### config.mk
export PLATFORM = sky130hd
export DESIGN_NAME = rwin_top
export DESIGN_NICKNAME = d
export VERILOG_FILES = /design/src/hw/rwin_pkg.sv /design/src/hw/rwin_window.sv /design/src/hw/rwin_top.sv
export VERILOG_INCLUDE_DIRS = /design/src /design/src/hw
export SDC_FILE = /design/constraint.sdc
export NUM_CORES = 1
export LEC_CHECK = 0
export BUFFER_PORTS_ARGS = -buffer_cell sky130_fd_sc_hd__buf_4
export CELL_PAD_IN_SITES_DETAIL_PLACEMENT = 1
export CELL_PAD_IN_SITES_GLOBAL_PLACEMENT = 1
export CORE_MARGIN = 3
export CORE_UTILIZATION = 40
export DETAILED_ROUTE_END_ITERATION = 6
export GPL_ROUTABILITY_DRIVEN = 0
export PLACE_DENSITY_LB_ADDON = 0.1
export SYNTH_ARGS = -nofsm -noshare
export SYNTH_HDL_FRONTEND = slang
export SYNTH_SLANG_ARGS = --single-unit
export TNS_END_PERCENT = 30
### constraint.sdc
create_clock -name i_mclk -period 1.6 [get_ports i_mclk]
set_input_delay 0.24 -clock i_mclk [delete_from_list [all_inputs] [get_ports i_mclk]]
set_output_delay 0.24 -clock i_mclk [all_outputs]
set_load 0.01 [all_outputs]
### src/hw/rwin_cfg.svh
// Purpose: Constants for the calendar clock register-window block
// Assumes: 16-bit configuration registers, byte-wide time fields
// Notes: Offsets here are window select codes, not bus addresses
`ifndef RWIN_CFG_SVH
`define RWIN_CFG_SVH

// ----------------------------------------------------------------------
// Field positions in the two configuration registers
// ----------------------------------------------------------------------
`define RWIN_PTR_LSB 8
`define RWIN_PTR_MSB 9
`define RWIN_WREN_BIT 13

// ----------------------------------------------------------------------
// Pointer codes and reset values
// ----------------------------------------------------------------------
`define RWIN_PTR_MIN_SEC 2'h0
`define RWIN_PTR_WD_HR 2'h1
`define RWIN_PTR_MON_DAY 2'h2
`define RWIN_PTR_YEAR 2'h3
`define RWIN_CFG_RST 16'h0000
`define RWIN_FIELD_RST 8'h00

`endif

### src/hw/rwin_pkg.sv
// Purpose: Types shared by the register-window block
// Assumes: Included constants header rwin_cfg.svh
// Notes: Structs carry grouped bus and field signals
package rwin_pkg;

	// One window access from the peripheral bus
	typedef struct packed {
		logic wr_hi;
		logic wr_lo;
		logic rd_hi;
		logic rd_lo;
		logic [7:0] wdata;
	} rwin_acc_t;

	// A set of byte fields selected by a pointer
	typedef struct packed {
		logic [7:0] f3_lo;
		logic [7:0] f2_hi;
		logic [7:0] f2_lo;
		logic [7:0] f1_hi;
		logic [7:0] f1_lo;
		logic [7:0] f0_hi;
		logic [7:0] f0_lo;
	} rwin_fields_t;

endpackage

### src/hw/rwin_window.sv
// Purpose: One pointer-driven 16-bit value window with its byte fields
// Assumes: Accesses arrive as one-cycle strobes synchronous to i_mclk
// Notes: Pointer 11 has only an optional low field (year for time)
`timescale 1ns/100ps
`include "rwin_cfg.svh"
module rwin_window
	import rwin_pkg::*;
#(
	parameter bit HAS_F3 = 1'b1
)
(
	// Clock and reset
	input wire logic i_mclk,
	input wire logic i_rstn,
	// Access and pointer control
	input wire rwin_acc_t i_acc,
	input wire logic i_wr_en,
	input wire logic i_ptr_load,
	input wire logic [1:0] i_ptr_wdata,
	// State out
	output logic [1:0] o_ptr,
	output logic [15:0] o_rdata,
	output rwin_fields_t o_fields
);

	typedef struct packed {
		logic [1:0] ptr;
		rwin_fields_t f;
	} rwin_win_st_t;

	rwin_win_st_t s_q;
	rwin_win_st_t s_d;

	// Pointer step down, saturating at the bottom pair
	function automatic logic [1:0] dec_sat(input logic [1:0] p);
		dec_sat = (p == `RWIN_PTR_MIN_SEC) ? p : p - 2'h1;
	endfunction

	// ----------------------------------------------------------------
	// Next state: store, then step the pointer
	// ----------------------------------------------------------------
	always_comb
	begin
		s_d = s_q;
		if (i_wr_en && i_acc.wr_hi)
		begin
			case (s_q.ptr)
				`RWIN_PTR_MIN_SEC: s_d.f.f0_hi = i_acc.wdata;
				`RWIN_PTR_WD_HR: s_d.f.f1_hi = i_acc.wdata;
				`RWIN_PTR_MON_DAY: s_d.f.f2_hi = i_acc.wdata;
				default: ;
			endcase
		end
		if (i_wr_en && i_acc.wr_lo)
		begin
			case (s_q.ptr)
				`RWIN_PTR_MIN_SEC: s_d.f.f0_lo = i_acc.wdata;
				`RWIN_PTR_WD_HR: s_d.f.f1_lo = i_acc.wdata;
				`RWIN_PTR_MON_DAY: s_d.f.f2_lo = i_acc.wdata;
				default: if (HAS_F3) s_d.f.f3_lo = i_acc.wdata;
			endcase
		end
		// Pointer moves on high write or any read; software load wins
		if (i_ptr_load)
			s_d.ptr = i_ptr_wdata;
		else if (i_acc.wr_hi || i_acc.rd_hi || i_acc.rd_lo)
			s_d.ptr = dec_sat(s_q.ptr);
		if (!HAS_F3)
			s_d.f.f3_lo = `RWIN_FIELD_RST;
	end

	// ----------------------------------------------------------------
	// State register
	// ----------------------------------------------------------------
	always_ff @(posedge i_mclk or negedge i_rstn)
	begin
		if (!i_rstn)
			s_q <= '0;
		else
			s_q <= s_d;
	end

	// Read mux of the current pair
	always_comb
	begin
		case (s_q.ptr)
			`RWIN_PTR_MIN_SEC: o_rdata = {s_q.f.f0_hi, s_q.f.f0_lo};
			`RWIN_PTR_WD_HR: o_rdata = {s_q.f.f1_hi, s_q.f.f1_lo};
			`RWIN_PTR_MON_DAY: o_rdata = {s_q.f.f2_hi, s_q.f.f2_lo};
			default: o_rdata = {`RWIN_FIELD_RST, s_q.f.f3_lo};
		endcase
	end

	assign o_ptr = s_q.ptr;
	assign o_fields = s_q.f;

endmodule

### src/hw/rwin_top.sv
// Purpose: Calendar clock time and alarm register windows with pointers
// Assumes: Peripheral bus gives one-cycle byte strobes, synchronous inputs
// Notes: Reads return data registered one cycle after the read strobe
`timescale 1ns/100ps
`include "rwin_cfg.svh"
module rwin_top
	import rwin_pkg::*;
(
	// Clock and reset
	input wire logic i_mclk,
	input wire logic i_rstn,
	// Clock configuration register write
	input wire logic i_ccfg_wr,
	input wire logic [15:0] i_ccfg_wdata,
	// Alarm configuration register write
	input wire logic i_acfg_wr,
	input wire logic [15:0] i_acfg_wdata,
	// Window accesses
	input wire rwin_acc_t i_time_acc,
	input wire rwin_acc_t i_alarm_acc,
	// Read back
	output logic [15:0] o_clock_config_calibration_reg,
	output logic [15:0] o_alarm_config_reg,
	output logic [15:0] o_time_rdata,
	output logic [15:0] o_alarm_rdata,
	// Field contents for the timekeeping and alarm logic
	output rwin_fields_t o_time_fields,
	output rwin_fields_t o_alarm_fields
);

	typedef struct packed {
		logic [15:0] ccfg;
		logic [15:0] acfg;
		logic [15:0] trd;
		logic [15:0] ard;
		rwin_fields_t tf;
		rwin_fields_t af;
	} rwin_top_st_t;

	rwin_top_st_t s_q;
	rwin_top_st_t s_d;
	logic [1:0] time_window_pointer;
	logic [1:0] alarm_window_pointer;
	logic [15:0] time_mux;
	logic [15:0] alarm_mux;
	rwin_fields_t time_f;
	rwin_fields_t alarm_f;
	logic timekeeping_write_enable;

	// Write enable guards the time fields only
	assign timekeeping_write_enable = s_q.ccfg[`RWIN_WREN_BIT];

	// ----------------------------------------------------------------
	// Time window, pointer in clock configuration bits 9:8
	// ----------------------------------------------------------------
	rwin_window #(.HAS_F3(1'b1)) u_time
	(
		.i_mclk(i_mclk),
		.i_rstn(i_rstn),
		.i_acc(i_time_acc),
		.i_wr_en(timekeeping_write_enable),
		.i_ptr_load(i_ccfg_wr),
		.i_ptr_wdata(i_ccfg_wdata[`RWIN_PTR_MSB:`RWIN_PTR_LSB]),
		.o_ptr(time_window_pointer),
		.o_rdata(time_mux),
		.o_fields(time_f)
	);

	// ----------------------------------------------------------------
	// Alarm window, pointer in alarm configuration bits 9:8
	// ----------------------------------------------------------------
	rwin_window #(.HAS_F3(1'b0)) u_alarm
	(
		.i_mclk(i_mclk),
		.i_rstn(i_rstn),
		.i_acc(i_alarm_acc),
		.i_wr_en(1'b1),
		.i_ptr_load(i_acfg_wr),
		.i_ptr_wdata(i_acfg_wdata[`RWIN_PTR_MSB:`RWIN_PTR_LSB]),
		.o_ptr(alarm_window_pointer),
		.o_rdata(alarm_mux),
		.o_fields(alarm_f)
	);

	// ----------------------------------------------------------------
	// Config registers keep pointer bits at zero; outputs registered
	// ----------------------------------------------------------------
	always_comb
	begin
		s_d = s_q;
		if (i_ccfg_wr)
			s_d.ccfg = i_ccfg_wdata;
		if (i_acfg_wr)
			s_d.acfg = i_acfg_wdata;
		// Pointer bits live in the windows; a copy here would lag a step
		s_d.ccfg[`RWIN_PTR_MSB:`RWIN_PTR_LSB] = 2'h0;
		s_d.acfg[`RWIN_PTR_MSB:`RWIN_PTR_LSB] = 2'h0;
		// Capture pair shown when the read is made, before it steps
		if (i_time_acc.rd_hi || i_time_acc.rd_lo)
			s_d.trd = time_mux;
		if (i_alarm_acc.rd_hi || i_alarm_acc.rd_lo)
			s_d.ard = alarm_mux;
		s_d.tf = time_f;
		s_d.af = alarm_f;
	end

	always_ff @(posedge i_mclk or negedge i_rstn)
	begin
		if (!i_rstn)
			s_q <= '0;
		else
			s_q <= s_d;
	end

	// Pointer field comes straight from the window's own flip-flops
	assign o_clock_config_calibration_reg = {s_q.ccfg[15:`RWIN_PTR_MSB + 1],
		time_window_pointer, s_q.ccfg[`RWIN_PTR_LSB - 1:0]};
	assign o_alarm_config_reg = {s_q.acfg[15:`RWIN_PTR_MSB + 1],
		alarm_window_pointer, s_q.acfg[`RWIN_PTR_LSB - 1:0]};
	assign o_time_rdata = s_q.trd;
	assign o_alarm_rdata = s_q.ard;
	assign o_time_fields = s_q.tf;
	assign o_alarm_fields = s_q.af;

endmodule

After elaboration in Yosys (flattened, before gate mapping) --
Index checks and enable logic that the tools add are counted.
Storage, ports and cells: flip-flop bits (word level) 272, input port bits 60, word-level logic and storage cells 77
Operators by class: add/subtract/negate cells 2, eq/ne operators 6, muxes and demuxes 8, bitwise operators 1, reductions and logical operators 28
Operators with widths (number):
- one-hot mux 16 bit (3 select lines) | 2
- AND reduction 2 bit | 15
- two-way mux 2 bit | 6
- logical OR 1 bit | 6
- equality test 2 x 1 -> 1 bit (second input constant) | 2
- equality test 2 bit (second input constant) | 2
- logical NOT 2 bit | 2
- inequality test 2 bit (second input constant) | 2
- nonzero test 2 bit | 2
- subtractor 2 x 1 -> 2 bit (second input constant) | 2
- OR reduction 3 bit | 1
- logical AND 1 bit | 2
- inverter 1 bit | 1

Depth between registers and ports, before layout --
Gate-level depths: netlist (run 1).
depth in word-level cells 4, mapped depth 6, mapped depth without buffers 5

By module --
A second synthesis (run 1) with hierarchy kept.
Second synthesis, totals: cell total of the unflattened synthesis 596, area, all modules 10079.7 um^2
By module, submodules not included:
- rwin_top | times used 1, cells an instance 239, area an instance 5136.2 um^2, sequential area each 4304.1 um^2
- rwin_window (u_time) | times used 1, cells an instance 187, area an instance 2638.8 um^2, sequential area each 1451.4 um^2
- rwin_window (u_alarm) | times used 1, cells an instance 170, area an instance 2304.7 um^2, sequential area each 1251.2 um^2

Worst setup path before layout (run 1) --
Ideal clock, no wire load.
kind reg2reg, start point reg u_time.s_q (netlist bit u_time.o_ptr[0]), end point reg u_time.s_q (netlist bit u_time.o_fields[0]), library setup time 0.125 ns, arrival 1.413 ns, required time 1.475 ns, setup slack 0.062 ns, stages on the path, launching flop included 6, period minus slack after synthesis 1.538 ns, path through dfrtp_1 inv_1 ha_1 buf_4 nand3_2 mux2_2
On the way: cells in the longest elaborated chain, start to end 2
RTL lines:
- start, declared | RTL line rwin_window.sv:31 | rwin_win_st_t s_q;
- start signal, assigned | RTL line rwin_window.sv:78 | s_q <= '0;
- start signal, assigned | RTL line rwin_window.sv:80 | s_q <= s_d;
- logical NOT 2 bit | RTL line rwin_window.sv:56 | case (s_q.ptr)
- AND reduction 2 bit (no source line)
No other way between the ends. A chain may end at the register's enable or synchronous reset.

Worst setup path after layout (run 1) --
start point reg u_time.s_q (netlist bit u_time.o_ptr[1]), end point reg s_q (netlist bit o_time_rdata[5])
On the way: cells in the longest elaborated chain, start to end 2
RTL lines:
- equality test 2 bit (tied with other cells) | RTL line rwin_window.sv:86 | case (s_q.ptr)
- one-hot mux 16 bit (3 select lines) (*) | RTL line rwin_window.sv:86
- end signal, assigned | RTL line rwin_top.sv:110 | s_q <= '0;
- end signal, assigned | RTL line rwin_top.sv:112 | s_q <= s_d;
- end, declared | RTL line rwin_top.sv:40 | rwin_top_st_t s_q;
Mark *: on every way between the ends. The rest lies on a longest branch, timed or not.

==> results.cfg, run 1 <==
[status]
run_status = finished, final reports clean

[floorplan]
die_height_um = 161
io_pins = 236
die_area_mm2 = 0.0259
initial_utilization = 0.408
area_of_the_placeable_core_mm2 = 0.0235
chipWidth_um = 161
core.rowCount = 56

[timing]
max_clock_freq_mhz = 634
finalWorstPathRequiredPeriod_ns = 1.58
rsz0062_at_grt = yes
hold-worst-slack_ns = 0.0259
final.setup_skew_ns = 0.00637
maxSlewViolCount = 0
final_worst_path_cycle_share = 0.985
timing.final.setup_violations = 0
timing_hold_violations_final = 0

[final_layout]
final_core_util = 0.570
areaGrowthSynthToFinish_pct = 39.8
layout.cell_area.non_filler_mm2 = 0.0134
antenna-diode-count = 0
final_net_count = 984
drive_gt1_frac = 0.509

[global_routing]
grt_start_max_net_pins = 75
grt_antenna_before_repair = 0
grt_first_pass_wirelength_mm = 40.5
first_global_vias = 6980
grt_use_total = 0.199
grt_overflow_total = 0

[synth]
synthSimpleGateAreaFrac = 0.0314
compound_gate_fraction_of_synth_area = 0.0555
synth_top_cells_by_area = sky130_fd_sc_hd__dfrtp_1, sky130_fd_sc_hd__mux2_2, sky130_fd_sc_hd__a222oi_1
synthDominantAreaCellType = sky130_fd_sc_hd__dfrtp_1
synth.yosys.warnings = 0
synth_cell_types = 28
ys_seq_area_frac = 0.709
postSynthAreaPerCell_um2 = 16.0
synth_top_area_share = 0.709
synth-adder-area-share = 0.0117
ys_async_sr_fraction = 1.00
synth_common_cells = sky130_fd_sc_hd__dfrtp_1, sky130_fd_sc_hd__mux2_2, sky130_fd_sc_hd__nand2_1
ys.flop_type = sky130_fd_sc_hd__dfrtp_1
synth-edff-count = 0
synthMuxAreaShare = 0.164
yosys_register_bits = 272
synth_top_family_by_area = multiplexers
synth_most_common_cell = sky130_fd_sc_hd__dfrtp_1
synth_area_mm2 = 0.00960
synthXorXnorAreaFrac = 0
syn_inst = 600

[pwr]
share_comb_of_total_power = 0.282
peakVddDrop_mv = 1.08
power_density_mw_per_mm2 = 1850
total_leakage_power_nw = 6.23
switching_share = 0.300
cellInternalPower_mw = 17.3
sw_pwr_mw = 7.43
pwr-share-clk = 0.251
p_seq_frac = 0.467

[drt]
routed_wl_mm = 26.0
routed_via_density = 4.98
drc = 0
drt-wirelength-per-cell_um = 20.7
routed-via-count = 6254
drt_pass1_iterations = 7
first_drt_iteration_drcs = 339
ant_nets = 0

[clock_tree]
cts_max_path_buffers = 3
cts.root.buffer_cell = sky130_fd_sc_hd__clkbuf_16
tritoncts.num_buffers = 29
clock-sinks = 272
clock_latency_ns = 0.53
cts_htree_levels = 1
tritoncts_clock_tree = done
worst_setup_hold_path_clk_slew_ns = 0.06

[critical_path]
crit_fanout = 9
element_type_at_the_critical_path_end = register
critical_path_arrival_ns = 1.97
critical_path_required_ns = 2.00
crit_type = reg -> reg
start_kind = register

[placement]
dpl.hpwl_mm = 17.8
buffer_ports.inserted = 227
post_dp_cell_area_mm2 = 0.0120

[worst_hold_path]
hp-class = in -> reg

[run]
drv_cap = 0
[power groups by stage]
stage | sequential [mW] | combinational (mW) | clock [mW]
2_1_floorplan | 11.9 | 2.19 | 0
3_3_place_gp | 11.5 | 6.65 | 0
3_5_place_dp | 11.6 | 6.84 | 0
4_1_cts | 11.6 | 7.01 | 6.41
5_1_grt | 11.9 | 7.53 | 6.68
6_report | 11.6 | 6.99 | 6.21
[routing by layer]
layer / part of all wire / up-vias / track usage
met2: 0.53 / 191 / 0.366
li1: - / 2767 / -
met1: 0.38 / 3256 / 0.238
met3: 0.059 / 40 / 0.0433
met4: 0.023 / 0 / 0.0442
met5: 0 / - / 0
[critical path, stage by stage (launching register included)]
cell	delay (ns)
sky130_fd_sc_hd__dfrtp_1	0.41
sky130_fd_sc_hd__buf_4	0.17
sky130_fd_sc_hd__ha_4	0.20
sky130_fd_sc_hd__a222oi_1	0.37
sky130_fd_sc_hd__mux2_4	0.21
sky130_fd_sc_hd__o21ai_0	0.07
[cell families after synthesis]
kind of cell | count (synthesis)
simple gates | 58
fa+ha+maj | 9
flops | 272
buf+inv | 48
compound gates | 72
other cells | 1
mux | 140
[metrics by stage]
step / total power, mW / worst slack [ns] / instances / TNS (ns)
2_1_floorplan: 14.0 / 0.0622 / 607 / 0
3_3_place_gp: 18.2 / -0.0172 / 1155 / -0.0574
3_5_place_dp: 18.5 / -0.188 / 1155 / -2.00
4_1_cts: 25.0 / -0.0183 / 1251 / -0.118
5_1_grt: 26.1 / -0.0510 / 1255 / -0.142
6_report: 24.8 / 0.0233 / 1255 / 0
[cells in the final DEF, fill, tap and decap left out, types with 3 or more instances in the layout]
cell type	instances
sky130_fd_sc_hd__conb_1	8
sky130_fd_sc_hd__ha_2	4
sky130_fd_sc_hd__dfrtp_1	270
sky130_fd_sc_hd__o21ai_0	21
sky130_fd_sc_hd__buf_12	15
sky130_fd_sc_hd__buf_4	251
sky130_fd_sc_hd__nand2_1	37
sky130_fd_sc_hd__clkbuf_8	3
sky130_fd_sc_hd__nand3_2	5
sky130_fd_sc_hd__clkinv_2	10
sky130_fd_sc_hd__clkbuf_16	29
sky130_fd_sc_hd__clkbuf_1	8
sky130_fd_sc_hd__inv_1	13
sky130_fd_sc_hd__mux2_2	136
sky130_fd_sc_hd__ha_4	4
sky130_fd_sc_hd__a222oi_1	32
sky130_fd_sc_hd__mux2_4	4
sky130_fd_sc_hd__dlygate4sd3_1	42
sky130_fd_sc_hd__o21ai_1	14
[repair_timing]
| action | in CTS | in global routing |
|---|---|---|
| gates resized for setup | 10 | 17 |
| hold buffers | 42 | 0 |
| setup endpoints to repair | 47 | 59 |
| hold endpoints to repair | 276 | 0 |
| pin swaps | 2 | 6 |
| setup buffers | 2 | 4 |
[worst paths after layout]
check                                         start             endpoint  slack (ns)  cells past startpoint
worst min register to register  u_alarm.o_fields[6]    o_alarm_fields[6]        0.39                      0
worst max register to register      u_time.o_ptr[1]      o_time_rdata[5]        0.02                      5
worst max-delay path                u_time.o_ptr[1]      o_time_rdata[5]        0.02                      5
worst min-delay path                  i_time_acc[5]  u_time.o_fields[53]        0.03                      2
max in group asynchronous                    i_rstn    o_alarm_rdata[12]        0.75                      3
min in group asynchronous                    i_rstn    o_alarm_fields[1]        0.18                      2
[layout make-up]
cell class	count	area, um^2
fill	2278	10100
inverter	15	58.8
multi-input combinational	287	2630
sequential	272	6810
timing repair buffer	310	2630
clock buffer	40	797
clock inverter	12	87.6
tap	319	399
Power figures use the tool's default switching activity.
==> run 2: changes to the inputs <==
- CORE_UTILIZATION: 40 -> 43
- PLACE_DENSITY: default -> 0.78
- PLACE_DENSITY_LB_ADDON: 0.1 -> default
- SLEW_MARGIN: default -> 25
==> results.cfg, run 2 (synthesized netlist as in run 1, its figures left out) <==
[status]
run_status = finished, violations left
failed_checks = setup timing

[pwr]
design_power_total_mw = 26.2
total_leakage_power_nw = 6.31
peakVddDrop_mv = 1.24
power_density_mw_per_mm2 = 1940

[floorplan]
chipWidth_um = 155
io_pins = 236
initial_utilization = 0.438
die_area_mm2 = 0.0241
core.rowCount = 54
die_height_um = 155
area_of_the_placeable_core_mm2 = 0.0219

[drt]
drt-wirelength-per-cell_um = 23.2
drc = 0
routed-via-count = 6412
first_drt_iteration_drcs = 411
ant_nets = 0
routed_wl_mm = 28.2
routed_via_density = 5.28
drt_pass1_iterations = 7

[critical_path]
critical_path_arrival_ns = 2.04
depth_of_the_worst_register_to_register_path = 6
crit_path_cell_trace = inv_2 > buf_6 > ha_4 > buf_12 > a222oi_1 > o21ai_1
start_kind = register
crit_type = reg -> reg
critPathMaxStageDelay_ns = 0.45
critical_path_required_ns = 1.98
element_type_at_the_critical_path_end = register
crit_fanout = 5
reg_to_reg_end = o_time_rdata[10]
slowest_stage = sky130_fd_sc_hd__a222oi_1
r2r_slack_ns = -0.06
crit-reg2reg-launch = u_time.o_ptr[0]

[timing]
finalWorstPathRequiredPeriod_ns = 1.66
max_slew.worst_pin.slew_ns = 0.547
final.setup.tns_ns = -0.132
hold-worst-slack_ns = 0.0131
setup_slack_ns = -0.0596
max_clock_freq_mhz = 603
timing.final.setup_violations = 7
final_worst_path_cycle_share = 1.04
max_slew_margin = 0.632
rsz0062_at_grt = yes
final.setup_skew_ns = 0.00850
timing_hold_violations_final = 0
maxSlewViolCount = 0

[placement]
buffer_ports.inserted = 227
dpl.hpwl_mm = 18.4
detailedPlace.worstSlack_ns = -0.174

[final_layout]
commonest_non_fill_non_tap_cell_in_the_layout = sky130_fd_sc_hd__dfrtp_1
sequential_cell_area_mm2 = 0.00681
antenna-diode-count = 0
areaGrowthSynthToFinish_pct = 40.8
multiInputGateArea_mm2 = 0.00265
final_net_count = 981
layout.cells.most_common_list = sky130_fd_sc_hd__dfrtp_1, sky130_fd_sc_hd__buf_4, sky130_fd_sc_hd__mux2_2
final_core_util = 0.617
drive_gt1_frac = 0.522
fillers = 2034

[clock_tree]
clock_latency_ns = 0.52
tritoncts_clock_tree = done
cts_max_path_buffers = 3
clock-sinks = 272
cts.root.buffer_cell = sky130_fd_sc_hd__clkbuf_16
cts_htree_levels = 1
tritoncts.num_buffers = 28
worst_setup_hold_path_clk_slew_ns = 0.06

[worst_hold_path]
hold_path.startpoint = i_alarm_acc[2]
worstHoldEndpoint = u_alarm.o_fields[18]
hold_depth = 2
hp-class = in -> reg

[global_routing]
grt_overflow_total = 0
grt_first_pass_wirelength_mm = 43.3
first_global_vias = 7296
grt_antenna_before_repair = 0
grt_use_total = 0.231
grt_start_max_net_pins = 57

[run]
drv_cap = 0
run 2: changes by cell type in the layout (fill, tap and decap cells not counted), sizes merged:
cell,before,now
buf,268,272
clkbuf,40,39
clkinv,10,6
bufinv,1,6
dlygate4sd3,42,36
run 2: critical path: cells and delay by family, from the launching register on:
kind / cells / cell delay (ns)
buffers and inverters: 3 / 0.36
adders and majority gates: 1 / 0.17
DFF: 1 / 0.39
AOI/OAI and AO/OA: 2 / 0.60
run 2: final cells by class:
| cell class | instances | area share |
|---|---|---|
| Inverter | 15 | 0.00417 |
| Tap cell | 280 | 0.0259 |
| Sequential cell | 272 | 0.504 |
| Clock buffer | 39 | 0.0632 |
| Clock inverter | 13 | 0.0161 |
| Multi-Input combinational cell | 287 | 0.196 |
| Timing Repair Buffer | 308 | 0.191 |
run 2: repair_timing:
| item | in CTS | in global routing |
|---|---|---|
| gates cloned | 0 | 0 |
| hold buffers | 36 | 0 |
| gates resized for setup | 16 | 21 |
| hold endpoints to repair | 96 | 0 |
| setup buffers | 3 | 10 |
| pin swaps | 8 | 11 |
| setup endpoints to repair | 51 | 78 |
run 2: where the power goes:
group	switching [mW]	total (mW)	internal, mW
clock network	2.67	7.34	4.67
registers	2.01	11.7	9.74
logic	3.18	7.15	3.97
run 2: per-layer routing:
layer,routed length [um],GRT usage,vias to the layer above
li1,-,-,2758
met1,10800,0.288,3361
met2,15000,0.416,246
met3,1800,0.0417,47
met4,596,0.0621,0
met5,0,0,-
run 2: metrics by stage:
step / area, um^2 / cells
6_report: 13500 / 1214
5_1_grt: 13500 / 1214
2_1_floorplan: 9620 / 607
3_3_place_gp: 11900 / 1115
4_1_cts: 13400 / 1206
3_5_place_dp: 11900 / 1115
run 2: how the worst max path moves through the flow:
stage,to,slack (ns),cells after the start,start
after floorplan,u_time.o_fields[0],0.06,5,u_time.o_ptr[0]
after detailed placement,o_time_rdata[6],-0.17,6,u_time.o_ptr[1]
after global placement,o_time_rdata[6],-0.07,6,u_time.o_ptr[0]
after global routing,o_time_rdata[10],-0.11,6,u_time.o_ptr[0]
after CTS,o_time_rdata[8],-0.03,6,u_time.o_ptr[0]
final,o_time_rdata[10],-0.06,6,u_time.o_ptr[0]
